$ cat src/shared/zv_pkg.sv
// Constants, register map and carrier types for the zoomed-video port control
`default_nettype none
package zv_pkg;

  localparam int NUM_SOCKETS = 2;
  localparam int CARD_ADDR_W = 26;
  localparam int LOW_ADDR_W = 4;
  localparam int OFFSET_W = 8;
  localparam int DATA_W = 32;
  localparam int BYTE_EN_W = 4;

  // Socket register space, one block per socket
  localparam logic [7:0] OFF_PRESENT_STATE = 8'h08;
  localparam logic [7:0] OFF_FORCE_EVENT = 8'h0C;
  localparam logic [7:0] OFF_SOCKET_CONTROL = 8'h10;

  // Configuration space, two bytes per socket function
  localparam logic [7:0] OFF_CARD_CONTROL = 8'h91;
  localparam logic [7:0] OFF_DIAGNOSTIC = 8'h93;

  // Field positions
  localparam int BIT_PLATFORM_SUPPORT = 27;
  localparam int BIT_FORCE_SUPPORT = 27;
  localparam int BIT_IN_USE = 11;
  localparam int BIT_MODEL_CAPABLE = 10;
  localparam int BIT_SOCKET_ENABLE = 9;
  localparam int BIT_LEGACY_ENABLE = 6;
  localparam int BIT_PRIORITY = 5;
  localparam int BIT_MODEL_DISABLE = 0;

  // Reset values and the model-capable parameter default
  localparam logic [7:0] CARD_CONTROL_RESET = 8'h00;
  localparam logic [7:0] DIAGNOSTIC_RESET = 8'h00;
  localparam logic SUPPORT_FLAG_RESET = 1'b0;
  localparam logic SOCKET_ENABLE_RESET = 1'b0;
  localparam logic MODEL_CAPABLE_DEFAULT = 1'b1;

  typedef enum logic {
    SPACE_CONFIG,
    SPACE_SOCKET
  } space_e;

  typedef struct packed {
    logic write;
    logic read;
    space_e space;
    logic socket;
    logic [OFFSET_W-1:0] offset;
    logic [DATA_W-1:0] wdata;
    logic [BYTE_EN_W-1:0] byte_en;
  } reg_req_s;

  typedef struct packed {
    logic valid;
    logic [DATA_W-1:0] rdata;
  } reg_rsp_s;

endpackage
`default_nettype wire

$ cat src/video_select_decode.sv
// Socket select and status decode for the video port
`default_nettype none
module video_select_decode (
  input wire logic [1:0] enable,
  input wire logic prefer_socket1,
  output logic select0_n,
  output logic select1_n,
  output logic active
);

  logic pick0;
  logic pick1;

  // Priority between two enabled sockets
  always_comb begin
    pick0 = 1'b0;
    pick1 = 1'b0;
    if (prefer_socket1) begin
      pick1 = enable[1];
      pick0 = enable[0] & ~enable[1];
    end else begin
      pick0 = enable[0];
      pick1 = enable[1] & ~enable[0];
    end
  end

  assign select0_n = ~pick0;
  assign select1_n = ~pick1;
  assign active = pick0 | pick1;

endmodule
`default_nettype wire

$ cat src/zoomed_video_port_control.sv
// Zoomed-video port control: enables, selects, address tri-state, registers
`default_nettype none
module zoomed_video_port_control #(
  parameter int NUM_SOCKETS = zv_pkg::NUM_SOCKETS,
  parameter int CARD_ADDR_W = zv_pkg::CARD_ADDR_W,
  parameter int LOW_ADDR_W = zv_pkg::LOW_ADDR_W,
  parameter logic MODEL_CAPABLE = zv_pkg::MODEL_CAPABLE_DEFAULT
) (
  input wire logic clk,
  input wire logic reset,
  input wire logic clk_en,
  input wire zv_pkg::reg_req_s reg_req,
  output zv_pkg::reg_rsp_s reg_rsp,
  input wire logic [NUM_SOCKETS-1:0][CARD_ADDR_W-1:0] core_addr,
  input wire logic [NUM_SOCKETS-1:0] core_addr_drive,
  output logic [NUM_SOCKETS-1:0][CARD_ADDR_W-1:0] card_addr_out,
  output logic [NUM_SOCKETS-1:0] card_addr_hi_oe,
  output logic [NUM_SOCKETS-1:0] card_addr_lo_oe,
  output logic socket0_video_select_n,
  output logic socket1_video_select_n,
  output logic video_port_active_out
);

  logic [NUM_SOCKETS-1:0][7:0] card_control_reg;
  logic [NUM_SOCKETS-1:0][7:0] diagnostic_control_reg;
  logic [NUM_SOCKETS-1:0] platform_video_support_flag;
  logic [NUM_SOCKETS-1:0] socket_video_port_enable;
  logic [NUM_SOCKETS-1:0] legacy_video_port_enable;
  logic [NUM_SOCKETS-1:0] standard_video_model_disable;
  logic [NUM_SOCKETS-1:0] effective_enable;
  logic [NUM_SOCKETS-1:0] standard_video_model_capable;
  logic video_port_in_use;
  logic prefer_socket1;

  logic [NUM_SOCKETS-1:0] sel_cfg;
  logic [NUM_SOCKETS-1:0] sel_sock;
  logic cfg_write;
  logic sock_write;
  logic cfg_card_control_hit;
  logic cfg_diagnostic_hit;
  logic sock_present_hit;
  logic sock_force_hit;
  logic sock_control_hit;

  logic [zv_pkg::DATA_W-1:0] rdata_next;
  logic rvalid_next;

  logic decode_select0_n;
  logic decode_select1_n;
  logic decode_active;

  // Request decode
  assign cfg_write = reg_req.write & (reg_req.space == zv_pkg::SPACE_CONFIG);
  assign sock_write = reg_req.write &
                      (reg_req.space == zv_pkg::SPACE_SOCKET);
  assign cfg_card_control_hit = reg_req.offset == zv_pkg::OFF_CARD_CONTROL;
  assign cfg_diagnostic_hit = reg_req.offset == zv_pkg::OFF_DIAGNOSTIC;
  assign sock_present_hit = reg_req.offset == zv_pkg::OFF_PRESENT_STATE;
  assign sock_force_hit = reg_req.offset == zv_pkg::OFF_FORCE_EVENT;
  assign sock_control_hit = reg_req.offset == zv_pkg::OFF_SOCKET_CONTROL;

  // Socket priority is taken from the socket 0 function
  assign prefer_socket1 = card_control_reg[0][zv_pkg::BIT_PRIORITY];

  generate
    for (genvar s = 0; s < NUM_SOCKETS; s++) begin : g_socket
      assign sel_cfg[s] = cfg_write & (reg_req.socket == 1'(s)) &
                          reg_req.byte_en[0];
      assign sel_sock[s] = sock_write & (reg_req.socket == 1'(s));

      assign legacy_video_port_enable[s] =
        card_control_reg[s][zv_pkg::BIT_LEGACY_ENABLE];
      assign standard_video_model_disable[s] =
        diagnostic_control_reg[s][zv_pkg::BIT_MODEL_DISABLE];
      assign standard_video_model_capable[s] =
        MODEL_CAPABLE & ~standard_video_model_disable[s];
      assign effective_enable[s] = legacy_video_port_enable[s] |
        (socket_video_port_enable[s] &
         ~standard_video_model_disable[s]);

      // Card control byte per socket function
      always_ff @(posedge clk or posedge reset) begin
        if (reset) begin
          card_control_reg[s] <= zv_pkg::CARD_CONTROL_RESET;
        end else if (clk_en && sel_cfg[s] && cfg_card_control_hit) begin
          card_control_reg[s] <= reg_req.wdata[7:0];
        end
      end

      // Diagnostic byte per socket function
      always_ff @(posedge clk or posedge reset) begin
        if (reset) begin
          diagnostic_control_reg[s] <= zv_pkg::DIAGNOSTIC_RESET;
        end else if (clk_en && sel_cfg[s] && cfg_diagnostic_hit) begin
          diagnostic_control_reg[s] <= reg_req.wdata[7:0];
        end
      end

      // Platform support flag, set only through force event
      always_ff @(posedge clk or posedge reset) begin
        if (reset) begin
          platform_video_support_flag[s] <= zv_pkg::SUPPORT_FLAG_RESET;
        end else if (clk_en && sel_sock[s] && sock_force_hit &&
                     reg_req.byte_en[3] &&
                     reg_req.wdata[zv_pkg::BIT_FORCE_SUPPORT]) begin
          platform_video_support_flag[s] <= 1'b1;
        end
      end

      // Per-socket enable in socket control
      always_ff @(posedge clk or posedge reset) begin
        if (reset) begin
          socket_video_port_enable[s] <= zv_pkg::SOCKET_ENABLE_RESET;
        end else if (clk_en && sel_sock[s] && sock_control_hit &&
                     reg_req.byte_en[1]) begin
          socket_video_port_enable[s] <=
            reg_req.wdata[zv_pkg::BIT_SOCKET_ENABLE];
        end
      end

      // Address pins: high lines float in video mode, low lines stay driven
      always_ff @(posedge clk or posedge reset) begin
        if (reset) begin
          card_addr_out[s] <= '0;
          card_addr_hi_oe[s] <= 1'b0;
          card_addr_lo_oe[s] <= 1'b0;
        end else if (clk_en) begin
          card_addr_out[s] <= core_addr[s];
          card_addr_hi_oe[s] <= core_addr_drive[s] &
                                ~effective_enable[s];
          card_addr_lo_oe[s] <= core_addr_drive[s];
        end
      end
    end
  endgenerate

  assign video_port_in_use = |effective_enable;

  // Read data mux; unmapped offsets read as zero
  always_comb begin
    rdata_next = '0;
    rvalid_next = reg_req.read;
    if (reg_req.read) begin
      if (reg_req.space == zv_pkg::SPACE_CONFIG) begin
        if (cfg_card_control_hit) begin
          rdata_next[7:0] = card_control_reg[reg_req.socket];
        end else if (cfg_diagnostic_hit) begin
          rdata_next[7:0] = diagnostic_control_reg[reg_req.socket];
        end
      end else begin
        if (sock_present_hit) begin
          rdata_next[zv_pkg::BIT_PLATFORM_SUPPORT] =
            platform_video_support_flag[reg_req.socket];
        end else if (sock_control_hit) begin
          rdata_next[zv_pkg::BIT_IN_USE] = video_port_in_use;
          rdata_next[zv_pkg::BIT_MODEL_CAPABLE] =
            standard_video_model_capable[reg_req.socket];
          rdata_next[zv_pkg::BIT_SOCKET_ENABLE] =
            socket_video_port_enable[reg_req.socket];
        end
      end
    end
  end

  // Read answer, one cycle after the request
  always_ff @(posedge clk or posedge reset) begin
    if (reset) begin
      reg_rsp <= '0;
    end else if (clk_en) begin
      reg_rsp.valid <= rvalid_next;
      reg_rsp.rdata <= rdata_next;
    end
  end

  video_select_decode u_decode (
    .enable(effective_enable[1:0]),
    .prefer_socket1(prefer_socket1),
    .select0_n(decode_select0_n),
    .select1_n(decode_select1_n),
    .active(decode_active)
  );

  // Registered select and status outputs
  always_ff @(posedge clk or posedge reset) begin
    if (reset) begin
      socket0_video_select_n <= 1'b1;
      socket1_video_select_n <= 1'b1;
      video_port_active_out <= 1'b0;
    end else if (clk_en) begin
      socket0_video_select_n <= decode_select0_n;
      socket1_video_select_n <= decode_select1_n;
      video_port_active_out <= decode_active;
    end
  end

endmodule
`default_nettype wire

$ cat config.mk
export PLATFORM = sky130hd
export DESIGN_NAME = zoomed_video_port_control
export DESIGN_NICKNAME = d
export VERILOG_FILES = /design/src/shared/zv_pkg.sv /design/src/video_select_decode.sv /design/src/zoomed_video_port_control.sv
export SDC_FILE = /design/constraint.sdc
export NUM_CORES = 1
export LEC_CHECK = 0
export BUFFER_PORTS_ARGS = -buffer_cell sky130_fd_sc_hd__clkbuf_2
export CAP_MARGIN = 20
export CORE_ASPECT_RATIO = 0.6
export CORE_MARGIN = 2
export CORE_UTILIZATION = 48
export DETAILED_ROUTE_END_ITERATION = 10
export HOLD_SLACK_MARGIN = 0.05
export PLACE_DENSITY = 0.8
export SETUP_SLACK_MARGIN = 0.02
export SLEW_MARGIN = 20
export SYNTH_ARGS = -nofsm -noshare
export SYNTH_HDL_FRONTEND = slang
export SYNTH_SLANG_ARGS = --single-unit
$ cat constraint.sdc
create_clock -name clk -period 4.1 [get_ports clk]
set_input_delay 0.82 -clock clk [delete_from_list [all_inputs] [get_ports clk]]
set_output_delay 0.82 -clock clk [all_outputs]
set_load 0.1 [all_outputs]
==> results.sh <==
export IMPL_synth_top_cells_by_area="dfrtp_1, mux2_2, mux4_2"
export IMPL_final_hold_viol_count=0
export IMPL_n_antenna_cell=0
export IMPL_wire_per_inst_um=16.1
export IMPL_fin_crit_ns=2.48
export IMPL_start_kind="input pin"
export IMPL_dp_cells=596
export IMPL_coreArea_um2=9260
export IMPL_ys_warn_count=0
export IMPL_cts_root_buffer="clkbuf_16"
export IMPL_syn_avg_cell_area_um2=14.3
export IMPL_synth_cell_type_count=37
export IMPL_synthCells=324
export IMPL_synth_top_area_share_pct=57.4
export IMPL_synth_xor_area_share_pct=0
export IMPL_dpl_hpwl_um=7120
export IMPL_holdBufCountCts=0
export IMPL_area_growth_pct=24.4
export IMPL_final_seq_area_um2=2710
export IMPL_reg2reg_depth=3
export IMPL_grt_max_degree=87
export IMPL_skew_ns=0.00537
export IMPL_p_comb_share_pct=26.7
export IMPL_synth_top_family_by_area="multiplexers"
export IMPL_dr_total_vias=3096
export IMPL_synth_simple_area_share_pct=6.12
export IMPL_grt_ovfl_total=0
export IMPL_synthesis_area_um2=4620
export IMPL_r2r_end="video_port_active_out"
export IMPL_via_per_inst=5.06
export IMPL_total_power_mw=2.75
export IMPL_period_share_pct=60.4
export IMPL_reg2reg_from="socket_video_port_enable[0]"
export IMPL_first_global_vias=3300
export IMPL_clk_latency_ns=0.34
export IMPL_whs_ns=0.488
export IMPL_power_leakage_nw=2.84
export IMPL_drive_gt1_share_pct=57.3
export IMPL_net_switching_power_mw=1.02
export IMPL_hold_end="platform_video_support_flag[0]"
export IMPL_arrival_ns=2.70
export IMPL_synth_adder_area_share_pct=0
export IMPL_place_congestion=0.890
export IMPL_rsz0062_at_grt="false"
export IMPL_die_h_um=80.0
export IMPL_grt_pass1_wl_um=16200
export IMPL_path_clk_slew_ns=0.07
export IMPL_synth_top_area_cell="dfrtp_1"
export IMPL_slew_headroom_pct=36.1
export IMPL_power_density_nw_per_um2=479
export IMPL_fill_cells=750
export IMPL_async_flop_share_pct=100
export IMPL_synth_edf_count=0
export IMPL_grt_use_total_pct=20.4
export IMPL_status="finished clean"
export IMPL_num_rows=27
export IMPL_hold_path_class="register to register"
export IMPL_ant_nets=0
export IMPL_synth_commonest_cells="dfrtp_1, mux2_2, inv_1"
export IMPL_setup_viol=0
export IMPL_cts_tree="built"
export IMPL_cap_violations=0
export IMPL_pin_count=197
export IMPL_clockBufferDepth=2
export IMPL_muxShareOfSynthArea_pct=25.8
export IMPL_io_buffer_count=153
export IMPL_cts_resized=0
export IMPL_cts_post_setup_buffers_inserted=0
export IMPL_seq_area_frac_synth_pct=58.5
export IMPL_multi_input_area_um2=1690
export IMPL_whs_path_depth=1
export IMPL_synth_seq_cells=108
export IMPL_numCtsBuffers=9
export IMPL_nets=582
export IMPL_setup_ws_ns=1.62
export IMPL_cp_max_fo=15
export IMPL_seq_power_share_pct=41.9
export IMPL_swShare_pct=36.9
export IMPL_synth_most_common_cell="dfrtp_1"
export IMPL_vdd_ir_drop_max_mv=0.281
export IMPL_wl_um=9880
export IMPL_critPathRequiredTime_ns=4.32
export IMPL_p_int_mw=1.74
export IMPL_p_clk_share_pct=31.4
export IMPL_start_util_pct=49.9
export IMPL_die_w_um=131
export IMPL_place_ws_ns=1.27
export IMPL_antenna_found_initial=0
export IMPL_regToRegSetupSlack_ns=2.90
export IMPL_fin_cells=612
export IMPL_maxSlewViolCount=0
export IMPL_cts_max_level=3
export IMPL_min_from="platform_video_support_flag[0]"
export IMPL_max_freq_mhz=404
export IMPL_synth_ff_type="dfrtp_1"
export IMPL_fin_tns_setup_ns=0
export IMPL_drc_errors=0
export IMPL_largest_reg_flops=52
export IMPL_die_area_um2=10500
export IMPL_synth_compound_area_share_pct=3.14
export IMPL_cp_end_kind="register"
export IMPL_clkSinkCount=108
export IMPL_initialDrtViolationCount=118
export IMPL_firstDrtPassIters=4
export IMPL_worst_pin_slew_ns=0.959
export IMPL_crit_type="input pin to register"
==> cell usage in the layout, fill, tap and decap left out, types with 4 or more instances in the layout <==
master and count:
mux4_2 8, clkbuf_16 9, nand4_1 4, inv_1 25, conb_1 20, clkbuf_2 152, dfrtp_1 106, o22ai_1 13
mux2_2 88
==> per-stage QoR <==
step / cell area [µm²] / util, %
after floorplan: 4690 / -
after global placement: 5440 / 58.8
after detailed placement: 5440 / 58.8
after CTS: 5750 / 62.1
after global routing: 5750 / 62.1
final: 5750 / 62.1
==> area by class of cell <==
cell class,instances,share of cell area [%]
Inverter,26,1.78
Timing Repair Buffer,155,13.6
Tap cell,130,2.83
Multi-Input combinational cell,177,29.5
Sequential cell,108,47.1
Clock buffer,11,4.22
Clock inverter,5,1.07
==> worst max path at each step <==
stage / startpoint / to / slack (ns) / cells after the start
final: reg_req[44] / diagnostic_control_reg[0] / 1.62 / 4
after global routing: reg_req[44] / card_control_reg[1] / 1.54 / 4
after floorplan: reset / card_addr_hi_oe[0] / 0.44 / 1
after global placement: reg_req[44] / diagnostic_control_reg[0] / 1.29 / 4
after CTS: reg_req[44] / diagnostic_control_reg[0] / 1.62 / 4
after detailed placement: reg_req[44] / diagnostic_control_reg[0] / 1.27 / 4
==> worst max-delay path: stages <==
cell	delay (ns)
clkbuf_2	0.33
nand4b_1	0.42
nor4_4	0.71
mux2_2	0.42
==> power groups by stage <==
| stage | Clock (mW) | Sequential, mW | Combinational, mW |
|---|---|---|---|
| finish | 0.864 | 1.16 | 0.735 |
| global route | 0.941 | 1.16 | 0.762 |
| CTS | 0.896 | 1.16 | 0.739 |
| detailed placement | 0 | 1.17 | 0.739 |
| global placement | 0 | 1.17 | 0.730 |
| floorplan | 0 | 1.59 | 0.199 |
==> per-layer routing <==
metal  vias to the layer above  GRT usage [%]  part of all wire [%]
li1                       1422              -                     -
met1                      1544           25.9                    43
met2                       119           32.6                    47
met3                        11           7.64                   8.6
met4                         0           6.49                   1.3
met5                         -              0                     0
==> logic make-up (layout without fill, tap and decap cells) <==
logic type,count (synthesis),in the layout
AO/OA/AOI/OAI,23,23
AND/OR/NAND/NOR,36,36
flip-flops,108,108
buffers and inverters,58,197
other,1,20
multiplexers,98,98
Power figures use the tool's default switching activity.
